[src/fcb_params.svh]
// Constants for the parallel flash host controller: register map, command codes
// and bus timing. Assumes a 20 MHz system clock.
`ifndef FCB_PARAMS_SVH
`define FCB_PARAMS_SVH

// ****************************************
// Register map
// ****************************************
`define FCB_REG_CTRL 8'h00
`define FCB_REG_CMD 8'h04
`define FCB_REG_ADDR 8'h08
`define FCB_REG_DATA 8'h0C
`define FCB_REG_STAT 8'h10
`define FCB_REG_BADDR 8'h14
`define FCB_REG_BDATA 8'h18
`define FCB_REG_BCLR 8'h1C

// ****************************************
// Register fields and reset values
// ****************************************
`define FCB_CTRL_BYTE 0
`define FCB_CTRL_PDOWN 1
`define FCB_CTRL_WPN 2
`define FCB_CTRL_RESET 3'h4
`define FCB_STAT_REFUSED 2

// ****************************************
// Command codes on the flash data lines
// ****************************************
`define FCB_CMD_READ_ARRAY 8'hFF
`define FCB_CMD_IDENT 8'h90
`define FCB_CMD_QUERY 8'h98
`define FCB_CMD_STATUS 8'h70
`define FCB_CMD_CLR_STATUS 8'h50
`define FCB_CMD_BLK_ERASE 8'h20
`define FCB_CMD_CHIP_ERASE 8'h30
`define FCB_CMD_PROGRAM 8'h40
`define FCB_CMD_PROGRAM_ALT 8'h10
`define FCB_CMD_BUF_PROGRAM 8'hE8
`define FCB_CMD_SUSPEND 8'hB0
`define FCB_CMD_CONFIRM 8'hD0
`define FCB_CMD_LOCK 8'h60
`define FCB_CMD_LOCK_SET 8'h01
`define FCB_CMD_IND_CFG 8'hB8
`define FCB_CMD_IND_MAX 8'h03

// ****************************************
// Bus timing, figures in ns, counts in cycles
// ****************************************
`define FCB_CLK_NS 50
`define FCB_T_SETUP_NS 50
`define FCB_T_WP_NS 70
`define FCB_T_ACC_NS 120
`define FCB_T_HOLD_NS 50
`define FCB_T_PHWL_NS 1000
`define FCB_SETUP_CYC 4'((`FCB_T_SETUP_NS + `FCB_CLK_NS - 1) / `FCB_CLK_NS)
`define FCB_WP_CYC 4'((`FCB_T_WP_NS + `FCB_CLK_NS - 1) / `FCB_CLK_NS)
`define FCB_ACC_CYC 4'((`FCB_T_ACC_NS + `FCB_CLK_NS - 1) / `FCB_CLK_NS)
`define FCB_HOLD_CYC 4'((`FCB_T_HOLD_NS + `FCB_CLK_NS - 1) / `FCB_CLK_NS)
`define FCB_PHWL_CYC 6'((`FCB_T_PHWL_NS + `FCB_CLK_NS - 1) / `FCB_CLK_NS)
`define FCB_SYNC_CYC 4'h2
`define FCB_BUF_DEPTH 16

`endif

[src/fcb_pkg.sv]
// Types for the parallel flash host controller.
// Assumes fcb_params.svh for all numeric constants.
package fcb_pkg;

    // Orders that software may give
    typedef enum logic [2:0] {
        FCB_OP_CMD1 = 3'b000,
        FCB_OP_CMD2 = 3'b001,
        FCB_OP_READ = 3'b010,
        FCB_OP_BUF = 3'b011
    } fcb_op_t;

    // Command sequencer states
    typedef enum logic [2:0] {
        FCB_SQ_IDLE = 3'b000,
        FCB_SQ_FIRST = 3'b001,
        FCB_SQ_SECOND = 3'b010,
        FCB_SQ_COUNT = 3'b011,
        FCB_SQ_PAIR = 3'b100,
        FCB_SQ_CONFIRM = 3'b101,
        FCB_SQ_READ = 3'b110,
        FCB_SQ_RECOVER = 3'b111
    } fcb_seq_t;

    // Single bus cycle states
    typedef enum logic [1:0] {
        FCB_CY_IDLE = 2'b00,
        FCB_CY_SETUP = 2'b01,
        FCB_CY_STROBE = 2'b10,
        FCB_CY_HOLD = 2'b11
    } fcb_cyc_t;

endpackage

[src/fcb_host.sv]
// Host controller for a parallel flash: takes orders over a register port and
// issues command sequences on the flash pins. Assumes the flash pins are async.
`timescale 1ns/1ps
`include "fcb_params.svh"

module fcb_host (
    input wire logic clk_sys_i,
    input wire logic resetn_i,
    input wire logic [7:0] reg_addr_i,
    input wire logic [31:0] reg_wdata_i,
    input wire logic reg_wr_i,
    input wire logic reg_rd_i,
    output logic [31:0] reg_rdata_o,
    output logic [21:0] flash_addr_o,
    output logic chip_select_0_n_o,
    output logic chip_select_1_n_o,
    output logic output_enable_n_o,
    output logic write_strobe_n_o,
    output logic reset_powerdown_n_o,
    output logic width_select_n_o,
    output logic write_protect_n_o,
    output logic [15:0] dq_o,
    output logic dq_oe_n_o,
    input wire logic [15:0] dq_i,
    input wire logic busy_indicator_i
);
    fcb_pkg::fcb_seq_t state_r;
    fcb_pkg::fcb_op_t op_r;
    logic [2:0] ctrl_r;
    logic [7:0] code_r;
    logic [7:0] operand_r;
    logic [21:0] addr_r;
    logic [15:0] data_r;
    logic refused_r;
    logic issued_r;
    logic [5:0] recover_r;
    logic [4:0] fill_r;
    logic [3:0] ptr_r;
    logic [21:0] baddr_r;
    logic [21:0] buf_addr_mem [`FCB_BUF_DEPTH];
    logic [15:0] buf_data_mem [`FCB_BUF_DEPTH];
    logic [15:0] dq_meta_r;
    logic [15:0] dq_sync_r;
    logic busy_meta_r;
    logic busy_sync_r;
    logic pdown_d_r;
    logic cyc_start;
    logic cyc_write;
    logic [21:0] cyc_addr;
    logic [15:0] cyc_wdata;
    logic cyc_done;
    logic [15:0] cyc_rdata;
    logic cs_n;
    logic cmd_wr;
    logic cmd_ok;

    // Only codes of the defined set pass, except a read order, which passes with any code; everything else is refused
    function automatic logic legal_order(input logic [2:0] op, input logic [7:0] c, input logic [7:0] d);
        case (op)
            fcb_pkg::FCB_OP_CMD1: legal_order = c == `FCB_CMD_READ_ARRAY || c == `FCB_CMD_IDENT
                || c == `FCB_CMD_QUERY || c == `FCB_CMD_STATUS || c == `FCB_CMD_CLR_STATUS
                || c == `FCB_CMD_SUSPEND || c == `FCB_CMD_CONFIRM;
            fcb_pkg::FCB_OP_CMD2: legal_order = ((c == `FCB_CMD_BLK_ERASE || c == `FCB_CMD_CHIP_ERASE)
                && d == `FCB_CMD_CONFIRM) || c == `FCB_CMD_PROGRAM || c == `FCB_CMD_PROGRAM_ALT
                || (c == `FCB_CMD_LOCK && (d == `FCB_CMD_LOCK_SET || d == `FCB_CMD_CONFIRM))
                || (c == `FCB_CMD_IND_CFG && d <= `FCB_CMD_IND_MAX);
            fcb_pkg::FCB_OP_READ: legal_order = 1'b1;
            fcb_pkg::FCB_OP_BUF: legal_order = c == `FCB_CMD_BUF_PROGRAM;
            default: legal_order = 1'b0;
        endcase
    endfunction

    // ****************************************
    // Pin input synchronisers
    // ****************************************
    always_ff @(posedge clk_sys_i) begin
        if (!resetn_i) begin
            dq_meta_r <= 16'h0000;
            dq_sync_r <= 16'h0000;
            busy_meta_r <= 1'b1;
            busy_sync_r <= 1'b1;
        end else begin
            dq_meta_r <= dq_i;
            dq_sync_r <= dq_meta_r;
            busy_meta_r <= busy_indicator_i;
            busy_sync_r <= busy_meta_r;
        end
    end

    // ****************************************
    // Register port
    // ****************************************
    assign cmd_wr = reg_wr_i && reg_addr_i == `FCB_REG_CMD;
    assign cmd_ok = legal_order(reg_wdata_i[2:0], reg_wdata_i[15:8], reg_wdata_i[23:16])
        && !(reg_wdata_i[2:0] == fcb_pkg::FCB_OP_BUF && fill_r == 5'h00);

    always_ff @(posedge clk_sys_i) begin
        if (!resetn_i) begin
            ctrl_r <= `FCB_CTRL_RESET;
            addr_r <= 22'h00_0000;
            data_r <= 16'h0000;
            code_r <= `FCB_CMD_READ_ARRAY;
            operand_r <= 8'h00;
            op_r <= fcb_pkg::FCB_OP_CMD1;
            baddr_r <= 22'h00_0000;
        end else if (reg_wr_i) begin
            case (reg_addr_i)
                `FCB_REG_CTRL: ctrl_r <= reg_wdata_i[2:0];
                `FCB_REG_ADDR: addr_r <= reg_wdata_i[21:0];
                `FCB_REG_DATA: data_r <= reg_wdata_i[15:0];
                `FCB_REG_BADDR: baddr_r <= reg_wdata_i[21:0];
                `FCB_REG_CMD: begin
                    if (state_r == fcb_pkg::FCB_SQ_IDLE && cmd_ok) begin
                        op_r <= fcb_pkg::fcb_op_t'(reg_wdata_i[2:0]);
                        code_r <= reg_wdata_i[15:8];
                        operand_r <= reg_wdata_i[23:16];
                    end
                end
                default: ;
            endcase
        end
    end

    // Write buffer for the buffered program sequence
    always_ff @(posedge clk_sys_i) begin
        if (!resetn_i) begin
            fill_r <= 5'h00;
        end else if (reg_wr_i && reg_addr_i == `FCB_REG_BCLR) begin
            fill_r <= 5'h00;
        end else if (reg_wr_i && reg_addr_i == `FCB_REG_BDATA && fill_r != 5'(`FCB_BUF_DEPTH)) begin
            buf_addr_mem[fill_r[3:0]] <= baddr_r;
            buf_data_mem[fill_r[3:0]] <= reg_wdata_i[15:0];
            fill_r <= fill_r + 5'h01;
        end
    end

    // Sticky refusal flag; a new refusal wins over a clear in the same cycle
    always_ff @(posedge clk_sys_i) begin
        if (!resetn_i) begin
            refused_r <= 1'b0;
        end else if (cmd_wr && (!cmd_ok || state_r != fcb_pkg::FCB_SQ_IDLE)) begin
            refused_r <= 1'b1;
        end else if (reg_wr_i && reg_addr_i == `FCB_REG_STAT && reg_wdata_i[`FCB_STAT_REFUSED]) begin
            refused_r <= 1'b0;
        end
    end

    // Read data stands in the cycle after the strobe only
    always_ff @(posedge clk_sys_i) begin
        if (!resetn_i || !reg_rd_i) begin
            reg_rdata_o <= 32'h0000_0000;
        end else begin
            case (reg_addr_i)
                `FCB_REG_CTRL: reg_rdata_o <= {29'h0000_0000, ctrl_r};
                `FCB_REG_CMD: reg_rdata_o <= {8'h00, operand_r, code_r, 5'h00, op_r};
                `FCB_REG_ADDR: reg_rdata_o <= {10'h000, addr_r};
                `FCB_REG_DATA: reg_rdata_o <= {16'h0000, data_r};
                `FCB_REG_STAT: reg_rdata_o <= {cyc_rdata, 13'h0000, refused_r, !busy_sync_r,
                    state_r != fcb_pkg::FCB_SQ_IDLE};
                `FCB_REG_BCLR: reg_rdata_o <= {27'h000_0000, fill_r};
                default: reg_rdata_o <= 32'h0000_0000;
            endcase
        end
    end

    // ****************************************
    // Command sequencer
    // ****************************************
    // One engine cycle per sequencer step; issued_r blocks a second start
    assign cyc_start = state_r != fcb_pkg::FCB_SQ_IDLE && state_r != fcb_pkg::FCB_SQ_RECOVER && !issued_r;

    always_comb begin
        cyc_write = 1'b1;
        cyc_addr = addr_r;
        cyc_wdata = {8'h00, code_r};
        case (state_r)
            fcb_pkg::FCB_SQ_SECOND: cyc_wdata = op_r == fcb_pkg::FCB_OP_CMD2
                && (code_r == `FCB_CMD_PROGRAM || code_r == `FCB_CMD_PROGRAM_ALT) ? data_r : {8'h00, operand_r};
            fcb_pkg::FCB_SQ_COUNT: cyc_wdata = {11'h000, fill_r - 5'h01};
            fcb_pkg::FCB_SQ_PAIR: begin
                cyc_addr = buf_addr_mem[ptr_r];
                cyc_wdata = buf_data_mem[ptr_r];
            end
            fcb_pkg::FCB_SQ_CONFIRM: cyc_wdata = {8'h00, `FCB_CMD_CONFIRM};
            fcb_pkg::FCB_SQ_READ: cyc_write = 1'b0;
            default: ;
        endcase
    end

    always_ff @(posedge clk_sys_i) begin
        if (!resetn_i) begin
            state_r <= fcb_pkg::FCB_SQ_IDLE;
            issued_r <= 1'b0;
            ptr_r <= 4'h0;
            recover_r <= 6'h00;
            pdown_d_r <= 1'b0;
        end else begin
            pdown_d_r <= ctrl_r[`FCB_CTRL_PDOWN];
            if (cyc_start) begin
                issued_r <= 1'b1;
            end else if (cyc_done) begin
                issued_r <= 1'b0;
            end
            case (state_r)
                fcb_pkg::FCB_SQ_IDLE: begin
                    ptr_r <= 4'h0;
                    if (pdown_d_r && !ctrl_r[`FCB_CTRL_PDOWN]) begin
                        recover_r <= `FCB_PHWL_CYC;
                        state_r <= fcb_pkg::FCB_SQ_RECOVER;
                    end else if (cmd_wr && cmd_ok && !ctrl_r[`FCB_CTRL_PDOWN]) begin
                        state_r <= reg_wdata_i[2:0] == fcb_pkg::FCB_OP_READ ? fcb_pkg::FCB_SQ_READ
                            : fcb_pkg::FCB_SQ_FIRST;
                    end
                end
                fcb_pkg::FCB_SQ_FIRST: begin
                    if (cyc_done) begin
                        state_r <= op_r == fcb_pkg::FCB_OP_CMD2 ? fcb_pkg::FCB_SQ_SECOND
                            : op_r == fcb_pkg::FCB_OP_BUF ? fcb_pkg::FCB_SQ_COUNT : fcb_pkg::FCB_SQ_IDLE;
                    end
                end
                fcb_pkg::FCB_SQ_COUNT: begin
                    if (cyc_done) begin
                        state_r <= fcb_pkg::FCB_SQ_PAIR;
                    end
                end
                fcb_pkg::FCB_SQ_PAIR: begin
                    if (cyc_done) begin
                        ptr_r <= ptr_r + 4'h1;
                        if (5'(ptr_r) + 5'h01 == fill_r) begin
                            state_r <= fcb_pkg::FCB_SQ_CONFIRM;
                        end
                    end
                end
                fcb_pkg::FCB_SQ_RECOVER: begin
                    recover_r <= recover_r - 6'h01;
                    if (recover_r == 6'h01) begin
                        state_r <= fcb_pkg::FCB_SQ_IDLE;
                    end
                end
                default: begin
                    if (cyc_done) begin
                        state_r <= fcb_pkg::FCB_SQ_IDLE;
                    end
                end
            endcase
        end
    end

    // ****************************************
    // Bus cycle engine and pins
    // ****************************************
    fcb_cycle u_cycle (
        .clk_sys_i(clk_sys_i),
        .resetn_i(resetn_i),
        .start_i(cyc_start),
        .write_i(cyc_write),
        .byte_mode_i(ctrl_r[`FCB_CTRL_BYTE]),
        .addr_i(cyc_addr),
        .wdata_i(cyc_wdata),
        .dq_sync_i(dq_sync_r),
        .done_o(cyc_done),
        .rdata_o(cyc_rdata),
        .addr_o(flash_addr_o),
        .cs_n_o(cs_n),
        .oe_n_o(output_enable_n_o),
        .we_n_o(write_strobe_n_o),
        .dq_o(dq_o),
        .dq_oe_n_o(dq_oe_n_o)
    );

    // Both selects move together; the flash is in standby between cycles
    assign chip_select_0_n_o = cs_n;
    assign chip_select_1_n_o = cs_n;
    assign reset_powerdown_n_o = !ctrl_r[`FCB_CTRL_PDOWN];
    assign width_select_n_o = !ctrl_r[`FCB_CTRL_BYTE];
    assign write_protect_n_o = ctrl_r[`FCB_CTRL_WPN];
endmodule

[src/fcb_cycle.sv]
// One flash bus cycle, read or write, with pin timing.
// Assumes dq_sync_i is already synchronised to clk_sys_i.
`timescale 1ns/1ps
`include "fcb_params.svh"

module fcb_cycle (
    input wire logic clk_sys_i,
    input wire logic resetn_i,
    input wire logic start_i,
    input wire logic write_i,
    input wire logic byte_mode_i,
    input wire logic [21:0] addr_i,
    input wire logic [15:0] wdata_i,
    input wire logic [15:0] dq_sync_i,
    output logic done_o,
    output logic [15:0] rdata_o,
    output logic [21:0] addr_o,
    output logic cs_n_o,
    output logic oe_n_o,
    output logic we_n_o,
    output logic [15:0] dq_o,
    output logic dq_oe_n_o
);
    fcb_pkg::fcb_cyc_t state_r;
    logic write_r;
    logic [3:0] cnt_r;

    // ****************************************
    // Cycle sequencing
    // ****************************************
    // Strobe falls only after a full setup, so address is stable before it
    always_ff @(posedge clk_sys_i) begin
        if (!resetn_i) begin
            state_r <= fcb_pkg::FCB_CY_IDLE;
            cnt_r <= 4'h0;
            write_r <= 1'b0;
        end else begin
            case (state_r)
                fcb_pkg::FCB_CY_IDLE: begin
                    if (start_i) begin
                        write_r <= write_i;
                        cnt_r <= `FCB_SETUP_CYC - 4'h1;
                        state_r <= fcb_pkg::FCB_CY_SETUP;
                    end
                end
                fcb_pkg::FCB_CY_SETUP: begin
                    if (cnt_r == 4'h0) begin
                        // Reads wait out access time plus the input synchroniser
                        cnt_r <= write_r ? `FCB_WP_CYC - 4'h1 : `FCB_ACC_CYC + `FCB_SYNC_CYC - 4'h1;
                        state_r <= fcb_pkg::FCB_CY_STROBE;
                    end else begin
                        cnt_r <= cnt_r - 4'h1;
                    end
                end
                fcb_pkg::FCB_CY_STROBE: begin
                    if (cnt_r == 4'h0) begin
                        cnt_r <= `FCB_HOLD_CYC - 4'h1;
                        state_r <= fcb_pkg::FCB_CY_HOLD;
                    end else begin
                        cnt_r <= cnt_r - 4'h1;
                    end
                end
                fcb_pkg::FCB_CY_HOLD: begin
                    if (cnt_r == 4'h0) begin
                        state_r <= fcb_pkg::FCB_CY_IDLE;
                    end else begin
                        cnt_r <= cnt_r - 4'h1;
                    end
                end
                default: state_r <= fcb_pkg::FCB_CY_IDLE;
            endcase
        end
    end

    // ****************************************
    // Pin drive
    // ****************************************
    // Write strobe and output enable come from one state, never both low
    always_ff @(posedge clk_sys_i) begin
        if (!resetn_i) begin
            cs_n_o <= 1'b1;
            oe_n_o <= 1'b1;
            we_n_o <= 1'b1;
            dq_oe_n_o <= 1'b1;
            addr_o <= 22'h00_0000;
            dq_o <= 16'h0000;
        end else begin
            if (state_r == fcb_pkg::FCB_CY_IDLE && start_i) begin
                cs_n_o <= 1'b0;
                addr_o <= addr_i;
                dq_o <= byte_mode_i ? {8'h00, wdata_i[7:0]} : wdata_i;
                dq_oe_n_o <= !write_i;
            end
            if (state_r == fcb_pkg::FCB_CY_SETUP && cnt_r == 4'h0) begin
                we_n_o <= !write_r;
                oe_n_o <= write_r;
            end
            // Data stays driven through hold, past the rising write strobe
            if (state_r == fcb_pkg::FCB_CY_STROBE && cnt_r == 4'h0) begin
                we_n_o <= 1'b1;
                oe_n_o <= 1'b1;
            end
            if (state_r == fcb_pkg::FCB_CY_HOLD && cnt_r == 4'h0) begin
                cs_n_o <= 1'b1;
                dq_oe_n_o <= 1'b1;
            end
        end
    end

    // Read capture and completion pulse
    always_ff @(posedge clk_sys_i) begin
        if (!resetn_i) begin
            rdata_o <= 16'h0000;
            done_o <= 1'b0;
        end else begin
            done_o <= state_r == fcb_pkg::FCB_CY_HOLD && cnt_r == 4'h0;
            if (state_r == fcb_pkg::FCB_CY_STROBE && cnt_r == 4'h0 && !write_r) begin
                // Byte mode carries data on the low eight lines only
                rdata_o <= byte_mode_i ? {8'h00, dq_sync_i[7:0]} : dq_sync_i;
            end
        end
    end
endmodule

[config.mk]
export PLATFORM = sky130hd
export DESIGN_NAME = fcb_host
export DESIGN_NICKNAME = d
export VERILOG_FILES = /design/src/fcb_pkg.sv /design/src/fcb_host.sv /design/src/fcb_cycle.sv
export VERILOG_INCLUDE_DIRS = /design/src /design/src/src
export SDC_FILE = /design/constraint.sdc
export NUM_CORES = 1
export LEC_CHECK = 0
export BUFFER_PORTS_ARGS = -buffer_cell sky130_fd_sc_hd__buf_2
export CAP_MARGIN = 20
export CORE_AREA = 4 4 215 270
export CTS_BUF_LIST = sky130_fd_sc_hd__clkbuf_4 sky130_fd_sc_hd__clkbuf_8 sky130_fd_sc_hd__clkbuf_16
export DETAILED_ROUTE_END_ITERATION = 7
export DIE_AREA = 0 0 219 274
export HOLD_SLACK_MARGIN = 0.03
export PLACE_DENSITY = 0.77
export REMOVE_ABC_BUFFERS = 1
export SLEW_MARGIN = 30
export SYNTH_ARGS = -nofsm -noshare
export SYNTH_HDL_FRONTEND = slang
export SYNTH_HIERARCHICAL = 1
export SYNTH_SLANG_ARGS = --single-unit
[constraint.sdc]
create_clock -name clk_sys_i -period 9.5 [get_ports clk_sys_i]
set_input_delay 1.9 -clock clk_sys_i [delete_from_list [all_inputs] [get_ports clk_sys_i]]
set_output_delay 1.9 -clock clk_sys_i [all_outputs]
set_load 0.005 [all_outputs]
# Word level (Yosys, flattened, before mapping)
# Memories as Yosys holds them, arrays and structs flattened. A register that Yosys moved wholly into a read port is not among the register bits.
# Cells that the tools add are included.
# W data, S select, Z words.
# op_classes
add_sub_neg	6
order_cmp	1
eq_ne	56
muxes	47
bitwise	1
n_reduce_logical	74
# ops
op	count
$pmux W32 S6	1
$eq A8 B8 Y1 const B	8
$pmux W16 S4	1
$eq A8 B5 Y1 const B	6
$mux W16	3
$eq A8 B7 Y1 const B	5
$mux W4	9
$mux W3	10
$logic_and A1 B1 Y1	24
$mux W22	1
$eq A8 B4 Y1 const B	2
$eq A8 B6 Y1 const B	2
$ne A2 B1 Y1 const B	8
$pmux W4 S4	1
$reduce_and A2 Y1	8
$eq A3 B2 Y1 const B	5
$logic_or A1 B1 Y1	15
$pmux W3 S5	1
$eq A3 B3 Y1 const B	4
$mux W2	6
$pmux W6 S2	1
$eq A3 B1 Y1 const B	3
$logic_not A1 Y1	9
$mux W1	9
33 further kinds	43
# word_totals
regBits	235
mem_bits_rw	608
in_bits	61
output_inout_bits	78
elab_cells	217
memories	2
# memory_table
memory	words	width	read_ports	rd_ports_with_merged_regs	wr	line	text
buf_addr_mem	16	22	1	1	1	fcb_host.sv:40	logic [21:0] buf_addr_mem [`FCB_BUF_DEPTH];
buf_data_mem	16	16	1	1	1	fcb_host.sv:41	logic [15:0] buf_data_mem [`FCB_BUF_DEPTH];

# Depth between registers and ports, before layout
# Gate-level depths: netlist of run 1.
# depth
ltp_word	14
mapped_depth	10
ltp_nobuf	9

# By module
# Netlist of run 1, hierarchy kept.
# by_module_without_submodules
module	instances	cells_each	area_per_inst_um2	seq_area_each_um2
fcb_host	1	1747	30244.0	21720.8
fcb_cycle	1	319	2748.9	1321.3

# Worst setup path before layout of run 1
# OpenSTA, ideal clock, no wires.
# synth_timing
path_type	input to register
from	in reg_addr_i[3]
to	mem buf_addr_mem[3][0] (enable)
setup_ps	480
t_arrival_ps	5849
required_time_ps	9020
setup_slack_ps	3170
stages	6
path_buffers	1
path_cell_list	buf_2 > or4b_1 > or3_1 > nor2_1 > nand2_1 > nor3_1
# synth_between
elab_chain_len	7
elab_cells_between_ends	9
classes_between	eq/ne (2); mux (4); reduce/logical (3)
# synth_rtl
element	line	text
start: declaration	fcb_host.sv:9	input wire logic [7:0] reg_addr_i,
$eq A8 B5 Y1 (no line)	n/a	
$logic_and A1 B1 Y1 (no line)	n/a	
$logic_and A1 B1 Y1	fcb_host.sv:130	end else if (reg_wr_i && reg_addr_i == `FCB_REG_BDATA && fill_r != 5'(`FCB_BUF_DEPTH)) begin
$mux W1	fcb_host.sv:130	
$mux W1 *	fcb_host.sv:128	end else if (reg_wr_i && reg_addr_i == `FCB_REG_BCLR) begin
$mux W1 *	fcb_host.sv:126	if (!resetn_i) begin
$mux W1 (implied by the code) *	fcb_host.sv:131	buf_addr_mem[fill_r[3:0]] <= baddr_r;
end: declaration	fcb_host.sv:40	
# Mark *: on every way between the ends. The rest lies on a longest branch, timed or not.

# Worst setup path after layout of run 1
# layout_timing
from	in reg_addr_i[5]
to	mem buf_addr_mem[12][21] (enable)
# The elaborated chain is that of the path after synthesis.

==> results of run 1 <==
worst max-delay path, stage by stage:
cell	delay, ps
buf_2	120
nor3_1	640
nand3_1	190
or3_1	470
nor2_1	260
nand2_1	280
nor2_4	770
buf_4	540
sequential cells by signal, summed over array words and instances, names as in the netlist, 2 cells and up, named ones only:
name,flops
u_cycle/cnt_r,4
dq_sync_r,16
buf_addr_mem,352
u_cycle/state_r,2
recover_r,6
data_r,16
ptr_r,4
operand_r,8
baddr_r,22
u_cycle/rdata_o,16
fill_r,5
addr_r,22
u_cycle/dq_o,16
reg_rdata_o,32
state_r,3
u_cycle/addr_o,22
buf_data_mem,256
op_r,3
code_r,8
ctrl_r,3
dq_meta_r,16
stage by stage:
stage / hold WS (ps) / power (W) / util (%)
after global placement: 403 / 0.00415 / 62.0
final: 426 / 0.00737 / 67.3
after CTS: 427 / 0.00740 / 67.1
after global routing: 460 / 0.00757 / 67.3
after detailed placement: 407 / 0.00416 / 62.2
after floorplan: 386 / 0.00408 / -
power by group through the flow:
| stage | Clock [W] | Sequential, W | Combinational, W |
|---|---|---|---|
| floorplan | 0 | 0.00402 | 0.0000583 |
| global placement | 0 | 0.00402 | 0.000126 |
| detailed placement | 0 | 0.00402 | 0.000134 |
| CTS | 0.00332 | 0.00394 | 0.000135 |
| global route | 0.00348 | 0.00394 | 0.000147 |
| finish | 0.00329 | 0.00394 | 0.000138 |
cell families after synthesis:
family	Yosys count	synth area share [%]
buffers and inverters	146	1.87
AND/OR/NAND/NOR	574	8.10
XOR/XNOR	16	0.425
adder cells (fa/ha/maj)	15	0.569
multiplexers	232	14.2
flip-flops	847	69.8
AO/OA/AOI/OAI	236	4.95
cell type report:
cell class / count / area, um2 / share of cell area, %
Antenna cell: 4 / 10.0 / 0.0268
Clock buffer: 112 / 2380 / 6.36
Clock inverter: 35 / 355 / 0.950
Inverter: 17 / 63.8 / 0.171
Multi-Input combinational cell: 1073 / 9490 / 25.4
Sequential cell: 847 / 23100 / 61.6
Tap cell: 742 / 928 / 2.48
Timing Repair Buffer: 171 / 1120 / 2.99
routing by layer:
metal,vias up,share of wire [%],global-route usage [%]
met5,-,0,0
li1,8193,-,-
met1,9786,36,39.1
met3,206,11,5.13
met2,1319,49,44.9
met4,0,4.4,11.6
cell usage in the layout, fill, tap and decap left out, drive strengths merged, types with 6 or more instances in the layout:
master,instances
a211oi,7
a21boi,55
a21oi,75
a222oi,19
a22o,8
a22oi,6
and2,46
and3,9
buf,171
bufinv,6
clkbuf,112
clkinv,20
dfxtp,239
edfxtp,608
ha,15
inv,23
mux2i,41
mux4,190
nand2,282
nand2b,7
nand3,51
nand3b,17
nand4,7
nor2,95
nor2b,8
nor3,19
nor3b,7
nor4,6
o21ai,27
or3,6
xnor2,6
xor2,10
final timing paths:
| check | start | to | slack [ps] | cells past startpoint |
|---|---|---|---|---|
| setup / recovery | reg_addr_i[5] | buf_addr_mem[12][21] | 4510 | 8 |
| setup reg to reg | fill_r[0] | buf_addr_mem[12][21] | 5570 | 8 |
| hold reg to reg | busy_meta_r | busy_sync_r | 430 | 1 |
| hold / removal | busy_meta_r | busy_sync_r | 430 | 1 |
==> impl_results.md, run 1 <==
- Status: completed
- Pre-CTS WS: 3910 ps
- IO Port Bufs: 130
- Switching share of power: 20.0%
- Layout cell share with drive strength beyond 1: 24.4%
- Required @ worst endpoint: 9760 ps
- Clock Power Share: 44.7%
- DR WL/cell: 28.2 um
- Number of gates resized after CTS: 0
- Pwr/cell area: 197 nW/um2
- Die area: 60000 um2
- Drt via density: 6.50
- Worst-Margin Slew: 1050 ps
- First-pass GRT wire length: 124 mm
- Post-DP HPWL: 46.7 mm
- Most frequent cells after synthesis: edfxtp_1, nand2_1, dfxtp_1
- Crit path max fanout: 21
- CTS Buf Count: 79
- Setup violators final: 0
- Number of library cell types mapped by synthesis: 72
- Total wire length: 84.5 mm
- Die Span Y: 274 um
- Drt first pass iters: 8
- H-tree depth: 3
- Kind of critical path: in -> reg
- Critical path startpoint category: input pin
- Fin crit share: 52.5%
- DRT iter0 DRCs: 3109
- Post-route DRC violation count: 0
- Starting density of the core: 59.4%
- Post-CTS Setup Inserts: 0
- Count leader, synth: edfxtp_1
- Internal power: 0.00590 W
- Hold Vio Cnt, Final: 0
- Mapped Cells: 2066
- Total track usage: 28.2%
- EDFF count, synth: 608
- Main synth FF type: edfxtp_1
- Comb power frac: 1.9%
- Min Tclk post-route: 4990 ps
- RSZ-0062 raised after global routing: no
- Worst-Skew Late Latency: 630 ps
- Lkg Pwr: 12.7 nW
- Syn. warnings: 6
- CTS clk-pin slew, worst paths: 60 ps
- Synthesized flop and latch total: 847
- Clk sinks: 847
- Asr flop ratio synth: 0%
- Sequential power share: 53.5%
- Clock root buffer master: clkbuf_16
- Placed cell area: 34600 um2
- NumNets Final: 2265
- GPL Wtd Cong: 0.912
- Hold buffers post-CTS: 0
- Max IR drop VDD: 119 uV
- Initial antenna violation count: 4
- Post-synth top area share: 55.3%
- Skew final: 24.7 ps
- Die width: 219 um
- Maxcap violations: 0
- Row count: 97
- Average cell area after synthesis: 16.0 um2
- Setup crit end kind: register
- Post-Syn Area: 33000 um2
- Vias in the first global route: 19399
- Final Instance Area: 37400 um2
- DP Cell Count: 2847
- Fillers: 3640
- Setup ws final: 4510 ps
- Core area: 55600 um2
- Slew margin rel.: 29.8%
- Longest Clk Path Bufs: 3
- Synth top area cells: edfxtp_1, dfxtp_1, mux4_2
- Largest area contributor in the netlist: edfxtp_1
- Area Overhead vs Synth: 13.4%
- Max Fclk: 0.201 GHz
- Final ANT Viol Nets: 0
- P_sw: 0.00147 W
- Overflow after GRT: 0
- CTS tree: yes
- Worst hold path type: reg -> reg
- Total number of vias: 19504
- Crit path DAT: 5250 ps
- Setup TNS: 0 ps
- Io pins: 139
- Final Non-Filler Cells: 3001
- Pins Over Slew Limit: 0
- Largest net degree at the start of global routing: 112
- Seq/Total Area, Yosys: 69.8%
Power figures use the tool's default switching activity.
==> inputs of run 2 (changes only) <==
==> constraint.sdc (replaced) <==
create_clock -name clk_sys_i -period 5.1 [get_ports clk_sys_i]
set_input_delay 1.02 -clock clk_sys_i [delete_from_list [all_inputs] [get_ports clk_sys_i]]
set_output_delay 1.02 -clock clk_sys_i [all_outputs]
set_load 0.005 [all_outputs]
==> run 2 against run 1 <==
Compared with the run above: hold slack improved by 8.4 ps; global-route usage grew 0.26 points; critical path depth did not move; first-iteration DRC count decreased by 15%; sequential cell count unchanged; design area is 0.24% lower; critical endpoint is now buf_data_mem[6][9]; largest power group unchanged; highest routed layer is now met5.
==> impl_results.md, run 2 (same netlist as run 1, synthesis figures left out) <==
- Most common cell after layout, fill and taps aside: edfxtp_1 (unchanged)
- Drt via density: 6.51 (was 6.50)
- Max Fclk: 0.277 GHz
- Die area: 60000 um2 (unchanged)
- Worst-Margin Slew: 1100 ps (was 1050 ps)
- Crit path DAT: 3910 ps (was 5250 ps)
- CTS Buf Count: 80 (was 79)
- Total wire length: 84.6 mm (was 84.5 mm)
- IO Port Bufs: 130 (unchanged)
- Slowest-stage cell, CP: nor2_4 (unchanged)
- Post-route DRC violation count: 0 (unchanged)
- Final ANT Viol Nets: 0 (unchanged)
- PnR Total Power: 0.0136 W (was 0.00737 W)
- Clock root buffer master: clkbuf_16 (unchanged)
- Top delay family on crit path: simple AND/OR/NAND/NOR gates (unchanged)
- Hold Vio Cnt, Final: 0 (unchanged)
- First-pass GRT wire length: 126 mm (was 124 mm)
- RSZ-0062 raised after global routing: no (unchanged)
- Final Non-Filler Cells: 3004 (was 3001)
- Initial antenna violation count: 1 (was 4)
- Min Tclk post-route: 3610 ps
- Layout cell share with drive strength beyond 1: 24.2% (was 24.4%)
- Worst hold path type: reg -> reg (unchanged)
- Core area: 55600 um2 (unchanged)
- Setup crit end kind: register (unchanged)
- Starting density of the core: 59.4% (unchanged)
- NumNets Final: 2270 (was 2265)
- CP Cell Sequence: inv_1 -> ha_1 -> nor4bb_1 -> or3_1 -> nor2_1 -> nand2_1 -> nor2_4 -> buf_4 (was buf_2 -> nor3_1 -> nand3_1 -> or3_1 -> nor2_1 -> nand2_1 -> nor2_4 -> buf_4)
- DR WL/cell: 28.2 um (about the same)
- Io pins: 139 (unchanged)
- Maxcap violations: 0 (unchanged)
- Hold buffers post-CTS: 0 (unchanged)
- Skew final: 24.1 ps (was 24.7 ps)
- Critical path startpoint category: register (was input pin)
- Buf/Inv on CP: 2 (unchanged)
- Post-DP HPWL: 48.3 mm (was 46.7 mm)
- Kind of critical path: reg -> reg (was in -> reg)
- Die Span Y: 274 um (unchanged)
- Pins Over Slew Limit: 0 (unchanged)
- DRT iter0 DRCs: 2628 (was 3109)
- Max IR drop VDD: 247 uV (was 119 uV)
- Setup violators final: 0 (unchanged)
- Most frequent cells in the layout: edfxtp_1, nand2_1, dfxtp_1 (unchanged)
- Die width: 219 um (unchanged)
- Longest Clk Path Bufs: 3 (unchanged)
- Crit-path max cell delay: 690 ps (was 770 ps)
- Row count: 97 (unchanged)
- Number of flip-flops in the largest register: 352 (unchanged)
- H-tree depth: 3 (unchanged)
- Worst-Skew Late Latency: 630 ps (about the same)
- Vias in the first global route: 19800 (was 19399)
- Total number of vias: 19562 (was 19504)
- Pwr/cell area: 365 nW/um2 (was 197 nW/um2)
- Total track usage: 28.5% (was 28.2%)
- CTS clk-pin slew, worst paths: 60 ps (about the same)
- Overflow after GRT: 0 (unchanged)
- Largest net degree at the start of global routing: 72 (was 112)
- Required @ worst endpoint: 5400 ps (was 9760 ps)
- Area Overhead vs Synth: 13.1% (was 13.4%)
- Slew margin rel.: 26.2% (was 29.8%)
- CTS tree: yes (unchanged)
- GPL Wtd Cong: 0.892 (was 0.912)
- Fin crit share: 70.8%
- Post-CTS Setup Inserts: 0 (unchanged)
- Status: completed (unchanged)
- Lkg Pwr: 12.8 nW (was 12.7 nW)
- Clk sinks: 847 (unchanged)
- DP Cell Count: 2854 (was 2847)
- Number of gates resized after CTS: 0 (unchanged)
- Crit path max fanout: 18 (was 21)
- Drt first pass iters: 7 (was 8)
[run 2: cell count changes in the layout (fill, tap and decap cells not counted), moves of 2 or more]
cell	previous run	this run
buf_4	33	37
buf_16	7	0
bufinv_16	6	4
clkinv_1	4	10
clkbuf_16	85	83
clkinv_2	14	10
diode_2	4	2
clkbuf_8	8	12
buf_12	1	9
[run 2: worst paths after layout]
kind	from	endpoint	slack [ps]	cells after the start
hold reg to reg	busy_meta_r	busy_sync_r	430	1
hold / removal	busy_meta_r	busy_sync_r	430	1
setup / recovery	fill_r[0]	buf_data_mem[6][9]	1490	8
setup reg to reg	fill_r[0]	buf_data_mem[6][9]	1490	8
[run 2: stage by stage]
step	area, um2	setup WS, ps	hold WS (ps)	utilization, %	TNS [ps]
after floorplan	32400	-2860	386	-	-153110
after global placement	34600	1070	403	62.2	0
after detailed placement	34600	1060	415	62.3	0
after CTS	37300	1540	439	67.1	0
after global routing	37300	1380	448	67.1	0
final	37300	1490	434	67.1	0
[run 2: routing by layer]
metal / wire (um) / up-vias / track usage (%) / part of all wire (%)
met5: 7 / - / 0 / 0.0083
met4: 3880 / 2 / 11.9 / 4.6
met3: 9440 / 275 / 6.03 / 11
met2: 41400 / 1281 / 46.6 / 49
met1: 29800 / 9804 / 37.5 / 35
li1: - / 8200 / - / -
[run 2: area by class of cell]
| type | instances | area (um2) |
|---|---|---|
| multi-input cells | 1073 | 9480 |
| clock buffers | 115 | 2390 |
| fillers | 3616 | 18300 |
| inverters | 17 | 63.8 |
| repair buffers | 175 | 1100 |
| flip-flops and latches | 847 | 23100 |
| well taps | 742 | 928 |
| clock inverters | 33 | 283 |
| diodes | 2 | 5.00 |
[run 2: power by group]
part	leakage, nW	internal [W]	total, W	switching (W)
Clock	1.34	0.00348	0.00600	0.00252
Sequential	7.81	0.00733	0.00734	0.0000103
Combinational	3.68	0.0000738	0.000255	0.000181
Total	12.8	0.0109	0.0136	0.00272
